[src/hdl/cbsq_pkg.sv]
// package of constants and carriers for the bus state clock qualifier
package cbsq_pkg;
  // apb register byte offsets
  localparam logic [7:0] CTRL_OFF = 8'h00;
  localparam logic [7:0] STAT_OFF = 8'h04;
  localparam logic [7:0] CNT_OFF = 8'h08;
  // control register fields
  localparam int CTRL_CUSTOM_BIT = 0;
  localparam int CTRL_DELAY_LSB = 1;
  localparam int CTRL_SYNC_LVL_BIT = 3;
  localparam int CTRL_WAIT_LVL_BIT = 4;
  localparam int CTRL_FALL_BIT = 5;
  // default qualification: rising edge, delay 2, sync at 0, wait at 1
  localparam logic [1:0] DEFAULT_DELAY = 2'h2;
  localparam logic DEFAULT_SYNC_LVL = 1'b0;
  localparam logic DEFAULT_WAIT_LVL = 1'b1;
  localparam logic [31:0] CTRL_RESET = 32'h00000004;

  // processor side inputs, sampled as synchronous to pclk
  typedef struct packed {
    logic proc_clk;     // processor clock
    logic [4:0] irq_in; // interrupt inputs, high when requesting
    logic io_m;         // processor io/memory select
    logic rd_n;         // read strobe, low active
    logic wr_n;         // write strobe, low active
    logic inta_n;       // interrupt acknowledge, low active
    logic ale;          // address latch strobe
    logic ready;        // ready input
    logic halt_n;       // halt input, low active
    logic hold;         // hold input
  } cbsq_proc_t;

  // analyzer control channels
  typedef struct packed {
    logic read_write;             // 0 write, 1 read
    logic io_mem_select;          // 1 io, 0 memory
    logic interrupt_request_flag;
    logic interrupt_ack_flag;
    logic hold_flag;
    logic indication_a_channel;
    logic sync_channel;
    logic wait_channel;
  } cbsq_chan_t;

  // state clock configuration
  typedef struct packed {
    logic custom;
    logic [1:0] delay;
    logic sync_lvl;
    logic wait_lvl;
    logic falling;
  } cbsq_cfg_t;
endpackage

[src/hdl/cbsq_strobe.sv]
// state clock generator: sync, wait hold-off and delay on the edge pulse selected in the top
`timescale 1ns/1ns
module cbsq_strobe (
  input wire logic pclk,               // system clock
  input wire logic presetn,            // async reset, low active
  input wire logic edge_en,            // one-cycle pulse at selected processor clock edge
  input wire logic sync_hit,           // sync channel at its qualifying level
  input wire logic wait_hit,           // wait channel at its qualifying level
  input wire logic [1:0] delay,        // clock delay setting
  output logic strobe                  // one-cycle storage strobe
);
  typedef struct packed {
    logic [1:0] cnt;
    logic armed;
    logic strobe;
  } cbsq_strobe_st_t;
  cbsq_strobe_st_t st_reg, st_next;

  // count edges from the sync edge; a wait state freezes the count
  always_comb begin
    st_next = st_reg;
    st_next.strobe = 1'b0;
    if (edge_en) begin
      if (delay == 2'h0) begin
        st_next.strobe = 1'b1; // RULE_08
        // drop any half-done count so a later delay setting starts clean
        st_next.armed = 1'b0;
      end else if (sync_hit) begin
        st_next.cnt = 2'h0; // RULE_06
        st_next.armed = 1'b1;
      end else if (st_reg.armed && !wait_hit) begin // RULE_13
        if (st_reg.cnt + 2'h1 == delay) begin
          st_next.strobe = 1'b1; // RULE_07
          st_next.armed = 1'b0;
        end
        st_next.cnt = st_reg.cnt + 2'h1;
      end
    end
  end

  always_ff @(posedge pclk or negedge presetn) begin
    if (!presetn) begin
      st_reg <= '0;
    end else begin
      st_reg <= st_next;
    end
  end

  assign strobe = st_reg.strobe;

  a_one_per_cycle: assert property (@(posedge pclk) disable iff (!presetn)
    (delay != 2'h0 && st_reg.strobe) |-> !st_reg.armed) // RULE_07
    else $error("strobe left the counter armed");
  a_wait_holds: assert property (@(posedge pclk) disable iff (!presetn)
    (edge_en && wait_hit && !sync_hit && delay != 2'h0) |=> $stable(st_reg.cnt)) // RULE_13
    else $error("count moved during wait");
endmodule

[src/hdl/cbsq_top.sv]
// top of the bus state clock qualifier with apb control
// Contract
// RULE_01 - request flag high when any interrupt requested
// RULE_02 - io select one for io, zero memory
// RULE_03 - processor holds io select high during acknowledge
// RULE_04 - address latch strobe routed to sync channel
// RULE_05 - wait channel high while ready low
// RULE_06 - default: rising edge, sync0, wait1, delay two
// RULE_07 - one storage strobe per machine cycle
// RULE_08 - delay zero gives strobe every T state
// RULE_09 - setting changes apply; default restores configuration
// RULE_10 - only request flag and io select stored
// RULE_11 - indication_a when halt low, ready low, hold high
// RULE_12 - read-write channel zero write, one read
// RULE_13 - wait freezes delay count until wait ends
`timescale 1ns/1ns
module cbsq_top (
  input wire logic pclk,                    // 100 MHz clock
  input wire logic presetn,                 // async reset, low active
  input wire logic psel,                    // apb select
  input wire logic penable,                 // apb enable
  input wire logic pwrite,                  // apb direction
  input wire logic [7:0] paddr,             // apb byte address
  input wire logic [31:0] pwdata,           // apb write data
  output logic [31:0] prdata,               // apb read data
  output logic pready,                      // apb ready
  output logic pslverr,                     // apb error on unmapped address
  input wire cbsq_pkg::cbsq_proc_t proc_in, // processor pins
  output cbsq_pkg::cbsq_chan_t chan,        // all control channels
  output logic [1:0] stored_chan,           // stored: {request flag, io select}
  output logic state_clk                    // storage strobe
);
  typedef struct packed {
    logic [31:0] ctrl;
    logic [15:0] cnt;
    logic [31:0] prdata;
    logic pready;
    logic pslverr;
    cbsq_pkg::cbsq_chan_t chan;
    logic [1:0] stored;
    logic proc_clk_d;
    logic state_clk;
  } cbsq_st_t;
  cbsq_st_t st_reg, st_next;
  cbsq_pkg::cbsq_cfg_t cfg;
  logic edge_en;
  logic sync_hit;
  logic wait_hit;
  logic strobe;
  logic acc;
  logic mapped;

  // custom bit clear falls back to the default qualification
  always_comb begin
    if (st_reg.ctrl[cbsq_pkg::CTRL_CUSTOM_BIT]) begin
      cfg.custom = 1'b1; // RULE_09
      cfg.delay = st_reg.ctrl[cbsq_pkg::CTRL_DELAY_LSB +: 2];
      cfg.sync_lvl = st_reg.ctrl[cbsq_pkg::CTRL_SYNC_LVL_BIT];
      cfg.wait_lvl = st_reg.ctrl[cbsq_pkg::CTRL_WAIT_LVL_BIT];
      cfg.falling = st_reg.ctrl[cbsq_pkg::CTRL_FALL_BIT];
    end else begin
      cfg.custom = 1'b0; // RULE_06
      cfg.delay = cbsq_pkg::DEFAULT_DELAY;
      cfg.sync_lvl = cbsq_pkg::DEFAULT_SYNC_LVL;
      cfg.wait_lvl = cbsq_pkg::DEFAULT_WAIT_LVL;
      cfg.falling = 1'b0;
    end
  end

  // processor clock edge detect; inputs are already synchronous
  assign edge_en = cfg.falling ? (st_reg.proc_clk_d && !proc_in.proc_clk)
                               : (!st_reg.proc_clk_d && proc_in.proc_clk);
  // qualify on the pins as they stand at the detected edge; the registered
  // channels lag one pclk, which would push the sync edge past T1
  assign sync_hit = ((!proc_in.ale) == cfg.sync_lvl); // RULE_06
  assign wait_hit = ((!proc_in.ready) == cfg.wait_lvl); // RULE_13

  cbsq_strobe u_strobe (
    .pclk(pclk),
    .presetn(presetn),
    .edge_en(edge_en),
    .sync_hit(sync_hit),
    .wait_hit(wait_hit),
    .delay(cfg.delay),
    .strobe(strobe)
  );

  assign acc = psel && penable;
  assign mapped = (paddr == cbsq_pkg::CTRL_OFF) || (paddr == cbsq_pkg::STAT_OFF) ||
                  (paddr == cbsq_pkg::CNT_OFF);

  // channel derivation, apb slave and strobe counter
  always_comb begin
    st_next = st_reg;
    st_next.proc_clk_d = proc_in.proc_clk;
    st_next.chan.interrupt_request_flag = |proc_in.irq_in; // RULE_01
    st_next.chan.io_mem_select = proc_in.io_m; // RULE_02
    st_next.chan.interrupt_ack_flag = !proc_in.inta_n; // RULE_03
    st_next.chan.hold_flag = proc_in.hold;
    st_next.chan.sync_channel = !proc_in.ale; // RULE_04
    st_next.chan.wait_channel = !proc_in.ready; // RULE_05
    st_next.chan.indication_a_channel = !proc_in.halt_n || !proc_in.ready || proc_in.hold; // RULE_11
    st_next.chan.read_write = !proc_in.rd_n; // RULE_12
    st_next.state_clk = strobe;
    if (strobe) begin
      // only request flag and io select are stored
      st_next.stored = {st_reg.chan.interrupt_request_flag, st_reg.chan.io_mem_select}; // RULE_10
      st_next.cnt = st_reg.cnt + 16'h0001;
    end
    st_next.pready = 1'b0;
    st_next.pslverr = 1'b0;
    // single wait state: answer one cycle into the access phase
    if (psel && !penable) begin
      st_next.pready = 1'b0;
    end
    if (acc && !st_reg.pready) begin
      st_next.pready = 1'b1;
      st_next.pslverr = !mapped;
      st_next.prdata = 32'h00000000;
      if (!pwrite) begin
        unique case (paddr)
          cbsq_pkg::CTRL_OFF: st_next.prdata = st_reg.ctrl;
          cbsq_pkg::STAT_OFF: st_next.prdata = {24'h000000, st_reg.chan};
          cbsq_pkg::CNT_OFF: st_next.prdata = {16'h0000, st_reg.cnt};
          default: st_next.prdata = 32'h00000000;
        endcase
      end
    end
    // the write lands on the edge that completes the transfer, pready seen high
    if (acc && st_reg.pready && pwrite && paddr == cbsq_pkg::CTRL_OFF) begin
      st_next.ctrl = {26'h0, pwdata[5:0]}; // RULE_09
    end
  end

  always_ff @(posedge pclk or negedge presetn) begin
    if (!presetn) begin
      st_reg <= '0;
      st_reg.ctrl <= cbsq_pkg::CTRL_RESET;
    end else begin
      st_reg <= st_next;
    end
  end

  assign prdata = st_reg.prdata;
  assign pready = st_reg.pready;
  assign pslverr = st_reg.pslverr;
  assign chan = st_reg.chan;
  assign stored_chan = st_reg.stored;
  assign state_clk = st_reg.state_clk;

  a_irq_flag: assert property (@(posedge pclk) disable iff (!presetn)
    (|proc_in.irq_in) |=> chan.interrupt_request_flag) // RULE_01
    else $error("request flag not raised");
  a_io_select: assert property (@(posedge pclk) disable iff (!presetn)
    ##1 chan.io_mem_select == $past(proc_in.io_m)) // RULE_02
    else $error("io select mismatch");
  a_sync_route: assert property (@(posedge pclk) disable iff (!presetn)
    proc_in.ale |=> !chan.sync_channel) // RULE_04
    else $error("sync channel not low during latch strobe");
  a_wait_chan: assert property (@(posedge pclk) disable iff (!presetn)
    !proc_in.ready |=> chan.wait_channel && chan.indication_a_channel) // RULE_05
    else $error("wait channel not raised");
  a_indication_a_chan: assert property (@(posedge pclk) disable iff (!presetn)
    (!proc_in.halt_n || proc_in.hold) |=> chan.indication_a_channel) // RULE_11
    else $error("indication_a channel not raised");
  a_rw_code: assert property (@(posedge pclk) disable iff (!presetn)
    (!proc_in.rd_n && proc_in.wr_n) |=> chan.read_write) // RULE_12
    else $error("read not encoded as one");
  a_default_cfg: assert property (@(posedge pclk) disable iff (!presetn)
    !st_reg.ctrl[0] |-> cfg.delay == 2'h2 && !cfg.sync_lvl && cfg.wait_lvl) // RULE_06
    else $error("default qualification not in force");
  a_zero_delay: assert property (@(posedge pclk) disable iff (!presetn)
    (edge_en && cfg.delay == 2'h0) |=> ##1 state_clk) // RULE_08
    else $error("no strobe per T state");
  a_store_pair: assert property (@(posedge pclk) disable iff (!presetn)
    strobe |=> stored_chan == $past({chan.interrupt_request_flag, chan.io_mem_select})) // RULE_10
    else $error("stored channels wrong");
endmodule

[config.mk]
export PLATFORM = sky130hd
export DESIGN_NAME = cbsq_top
export DESIGN_NICKNAME = d
export VERILOG_FILES = /design/src/hdl/cbsq_pkg.sv /design/src/hdl/cbsq_strobe.sv /design/src/hdl/cbsq_top.sv
export SDC_FILE = /design/constraint.sdc
export NUM_CORES = 1
export LEC_CHECK = 0
export ABC_AREA = 1
export ABC_CLOCK_PERIOD_IN_PS = 2900
export BUFFER_PORTS_ARGS = -buffer_cell sky130_fd_sc_hd__buf_2
export CORE_MARGIN = 2
export CORE_UTILIZATION = 25
export DETAILED_ROUTE_END_ITERATION = 10
export PLACE_DENSITY = 0.43
export SYNTH_ARGS = -nofsm -noshare
export SYNTH_HDL_FRONTEND = slang
export SYNTH_SLANG_ARGS = --single-unit
export TNS_END_PERCENT = 5
[constraint.sdc]
create_clock -name pclk -period 2.9 [get_ports pclk]
set_input_delay 0.145 -clock pclk [delete_from_list [all_inputs] [get_ports pclk]]
set_output_delay 0.145 -clock pclk [all_outputs]
set_load 0.01 [all_outputs]
**Yosys cells after proc, flatten, opt, wreduce, memory -nomap -nowiden**

Cells that the tools add are included.
Widths: inputs -> output; s select.

- Add/subtract/negate cells: 2
- Equality and inequality tests: 5
- Muxes and demuxes: 11
- Bitwise logic cells: 1
- Reductions and logical operators: 30

Operators by type and width:

| kind | count |
|---|---|
| $pmux 16 s3 | 1 |
| $add 16x1->16 const B | 1 |
| $mux 16 | 1 |
| $logic_not 1->1 | 10 |
| $eq 8x3->1 const B | 1 |
| $eq 8x4->1 const B | 1 |
| $logic_and 1x1->1 | 8 |
| $logic_not 8->1 | 1 |
| $mux 2 | 3 |
| $reduce_and 3->1 | 2 |
| $reduce_bool 3->1 | 2 |
| $mux 5 | 1 |
| $reduce_or 5->1 | 1 |
| $logic_or 1x1->1 | 4 |
| $mux 4 | 1 |
| $mux 1 | 3 |
| $mux 3 | 1 |
| $add 2x1->2 const B | 1 |
| $eq 1x1->1 | 2 |
| $eq 2x2->1 | 1 |
| $logic_not 2->1 | 1 |
| $reduce_bool 2->1 | 1 |
| $not 1->1 | 1 |

- Bits in registers: 56
- Input bits: 59
- Output and inout port bits: 45
- Logic and storage cells: 68

**Depth between registers and ports, before layout**

- Word-level depth: 8
- Gate-level depth with buffers: 9
- Mapped depth without buffers: 8

**Modules after synthesis**

Synthesis repeated with hierarchy kept, for this count alone.

- Cell total of the unflattened synthesis: 359
- Area total of the unflattened synthesis: 3,066.7 µm²

Modules (own cells, without submodules):

| module | times used | cells an instance | area each (µm²) | seq. area each (µm²) |
|---|---|---|---|---|
| cbsq_top | 1 | 324 | 2,798.9 | 1,302.5 |
| cbsq_strobe | 1 | 35 | 267.8 | 100.1 |

**Least setup slack after synthesis**

No wires, ideal clock.

- Path kind: register -> register
- Start: register st_reg[46] in the netlist's numbering
- End: register st_reg[58] in the netlist's numbering
- Library setup time: 0.118 ns
- Data arrival time: 1.165 ns
- Data required time: 2.782 ns
- Path slack: 1.616 ns
- Cell stages (with the launch flop): 8
- Path buffers: 0
- Clock period less this slack: 1.284 ns
- Path through: dfrtp_1 > ha_1 > nand3_1 > nor2_2 > nand2_2 > nor2_2 > xnor2_1 > inv_1

- Word-level cells in the longest chain between the ends: 1

RTL lines:

| element | RTL line | source |
|---|---|---|
| start: declaration | cbsq_top.sv:44 | `cbsq_st_t st_reg, st_next;` |
| start signal: assignment | cbsq_top.sv:140 | `st_reg <= st_next;` |
| $add 16x1->16 | cbsq_top.sv:108 | `st_next.cnt = st_reg.cnt + 16'h0001;` |

Every way passes these cells.
A chain may end at the register's enable or synchronous reset.

**Worst setup path in the final report**

- Start: register st_reg, in the netlist pready
- End: register st_reg, in the netlist prdata[14]

- Word-level cells in the longest chain between the ends: 2

RTL lines:

| element | RTL line | source |
|---|---|---|
| $logic_not 1->1 | cbsq_top.sv:116 | `if (acc && !st_reg.pready) begin` |
| $logic_and 1x1->1 | cbsq_top.sv:116 |  |

Every way passes these cells.

==> reports/results.ini <==
[outcome]
status=finished, final reports clean

[critical_path]
critPathMaxFanout=18
critPathBufInv=2
critPathKind=register to register
slowest_stage=dfrtp_1
crit_chain=inv_1 > nand3_2 > inv_1 > nand2_1 > nor2_4 > a22o_1
worstSetupStartpointType=register
cpPeakStageDelay_ps=400
critPathCaptureType=register
required_ps=3150
crit_top_cell=inv_1
crit_arrival_ps=1840
cpLargestDelayFamily=simple AND/OR/NAND/NOR gates

[timing]
finClkSkew_ps=12.54
whs_ps=10.03
fin_crit_ps=1593
max_freq_mhz=627.7
max_slew_margin_pct=30.63
tightest_slew_ps=1041
final.setup.tns_ps=0
maxSlewViolCount=0
setup_viol_count_final=0
rsz0062_at_grt=false
finalHoldViolations=0
setup_slack_ps=1307
min_period_over_period_pct=54.93

[synthesis]
syn_inst=342
syn_area_um2=2920
synthXorXnorAreaFrac_pct=4.199
synthSimpleGateAreaFrac_pct=26.05
yosysWarningCount=0
synth_edf_count=0
synth.area.mux_share_pct=0
synth-compound-area-share_pct=4.799
synth_area_per_cell_um2=8.539
synth.top_cell.area_share_pct=47.13
yosysSeqAreaShare_pct=48.03
synth_flop_cell=dfrtp_1
async_flop_share_pct=100.0
synthAdderAreaFrac_pct=0.4284
synthDistinctLibCells=27
synth_seq_cells=56
yosys-top-cells-area=dfrtp_1 (47%), nand2_1 (12%), buf_4 (12%)
netlist_top_cells_count=nand2_1 (91), dfrtp_1 (55), buf_4 (45)
synth_top_family_by_area=simple AND/OR/NAND/NOR gates
synth.most_common_cell=nand2_1
yosysTopAreaCell=dfrtp_1

[cts]
cts_root_buf=clkbuf_16
cts_max_path_buffers=2
clk_pin_slew_ps=80
numCtsBuffers=5
cts_max_level=2
cts_tree=yes
clk_latency_ps=300
cts_sinks=56

[power]
p_per_area_nw_per_um2=513.3
ir_worst_vdd_uv=249.1
power_mw=1.710
power_leakage_nw=1.741

[global_routing]
grtUsageTotal_pct=10.20
grt_overflow=0
antenna_found_initial=0
grt_pass1_wl_um=10420
first_global_vias=2115
grt_max_degree=47

[route]
routed_wl_um=6256
wl_per_cell_um=11.85
highest_layer=met4
drtIter0Drc=78
drtPass1Iterations=4
num_vias=2153
wl_met3_um=326
vias_per_cell=4.078
drc=0
dr_wl_met2_um=2714
m1WireLength_um=3138
postRouteAntennaNets=0

[floorplanning]
initial_utilization_pct=25.58
die_x_um=112.1
core_um2=11420
die_h_um=112.1
die-area_um2=12560
fp-row-count=39
ios=104

[placed_design]
port_buffers=60
place_ws_ps=1136
routabilityCongestion=0.7761
placed_cell_area_um2=3117
dp_hpwl_um=4717

[min_path]
hold_class=primary input to async pin

[layout]
diodes=0
design_area_um2=3331
largest_register_ffs=23
drive_gt1_share_pct=22.34
area_delta_synth_final_pct=14.05
final_net_count=444

[job]
cap_viol_max_count=0

metal layers:
metal | GRT usage (%) | vias up
met5 | 0 | -
met4 | 2.927 | 0
met3 | 2.268 | 6
met2 | 15.46 | 58
met1 | 14.67 | 986
li1 | - | 1103
what timing repair did:
| item | CTS | global route |
|---|---|---|
| gates resized for setup | 0 | 0 |
| buffers inserted | 0 | 0 |
| hold buffers | 6 | 0 |
| endpoints found under the hold margin | 6 | 0 |
path summary, 6_finish.rpt:
path | start | to | slack [ps] | cells past startpoint
setup / recovery | pready | prdata[14] | 1310 | 6
hold / removal | presetn | prdata[12] | 10 | 1
setup reg to reg | pready | prdata[14] | 1310 | 6
hold reg to reg | stored_chan[0] | stored_chan[0] | 470 | 2
max in group asynchronous | presetn | chan[5] | 2110 | 2
min in group pclk | proc_in[3] | chan[1] | 20 | 2
metrics by stage:
step / utilization [%] / std cells
2_1_floorplan: - / 357
3_3_place_gp: 27.30 / 514
3_5_place_dp: 27.30 / 514
4_1_cts: 29.17 / 528
5_1_grt: 29.17 / 528
6_report: 29.17 / 528
power by group:
part	total (mW)	internal [mW]	switching, mW
sequential	0.891	0.830	0.0607
combinational	0.174	0.0704	0.103
clock	0.645	0.334	0.312
total	1.71	1.23	0.476
placed cells by master (no fill, tap or decap), drive strengths merged:
cell type,n
nand2,93
buf,61
dfrtp,55
nand3,42
inv,38
nor2,27
conb,16
xor2,10
a22o,8
dlygate4sd3,6
o21ai,6
a21oi,5
clkbuf,5
xnor2,4
nor3,3
nand4,2
o211ai,1
a21boi,1
ha,1
dfstp,1
area by class of cell:
type / instances / area, µm²
inverter: 35 / 131.4
fill: 1250 / 8088
multi-input combinational: 219 / 1096
clock buffer: 5 / 125.1
timing repair buffer: 67 / 367.9
tap: 143 / 178.9
sequential: 56 / 1403
clock inverter: 3 / 28.78
logic make-up after synthesis:
kind of cell / count (synthesis)
adders and majority gates: 1
other: 1
buffers and inverters: 82
xor gates and xnor gates: 14
DFF: 56
and+or+nand+nor: 167
AOI/OAI and AO/OA: 21
(Power assumes the default switching activity.)
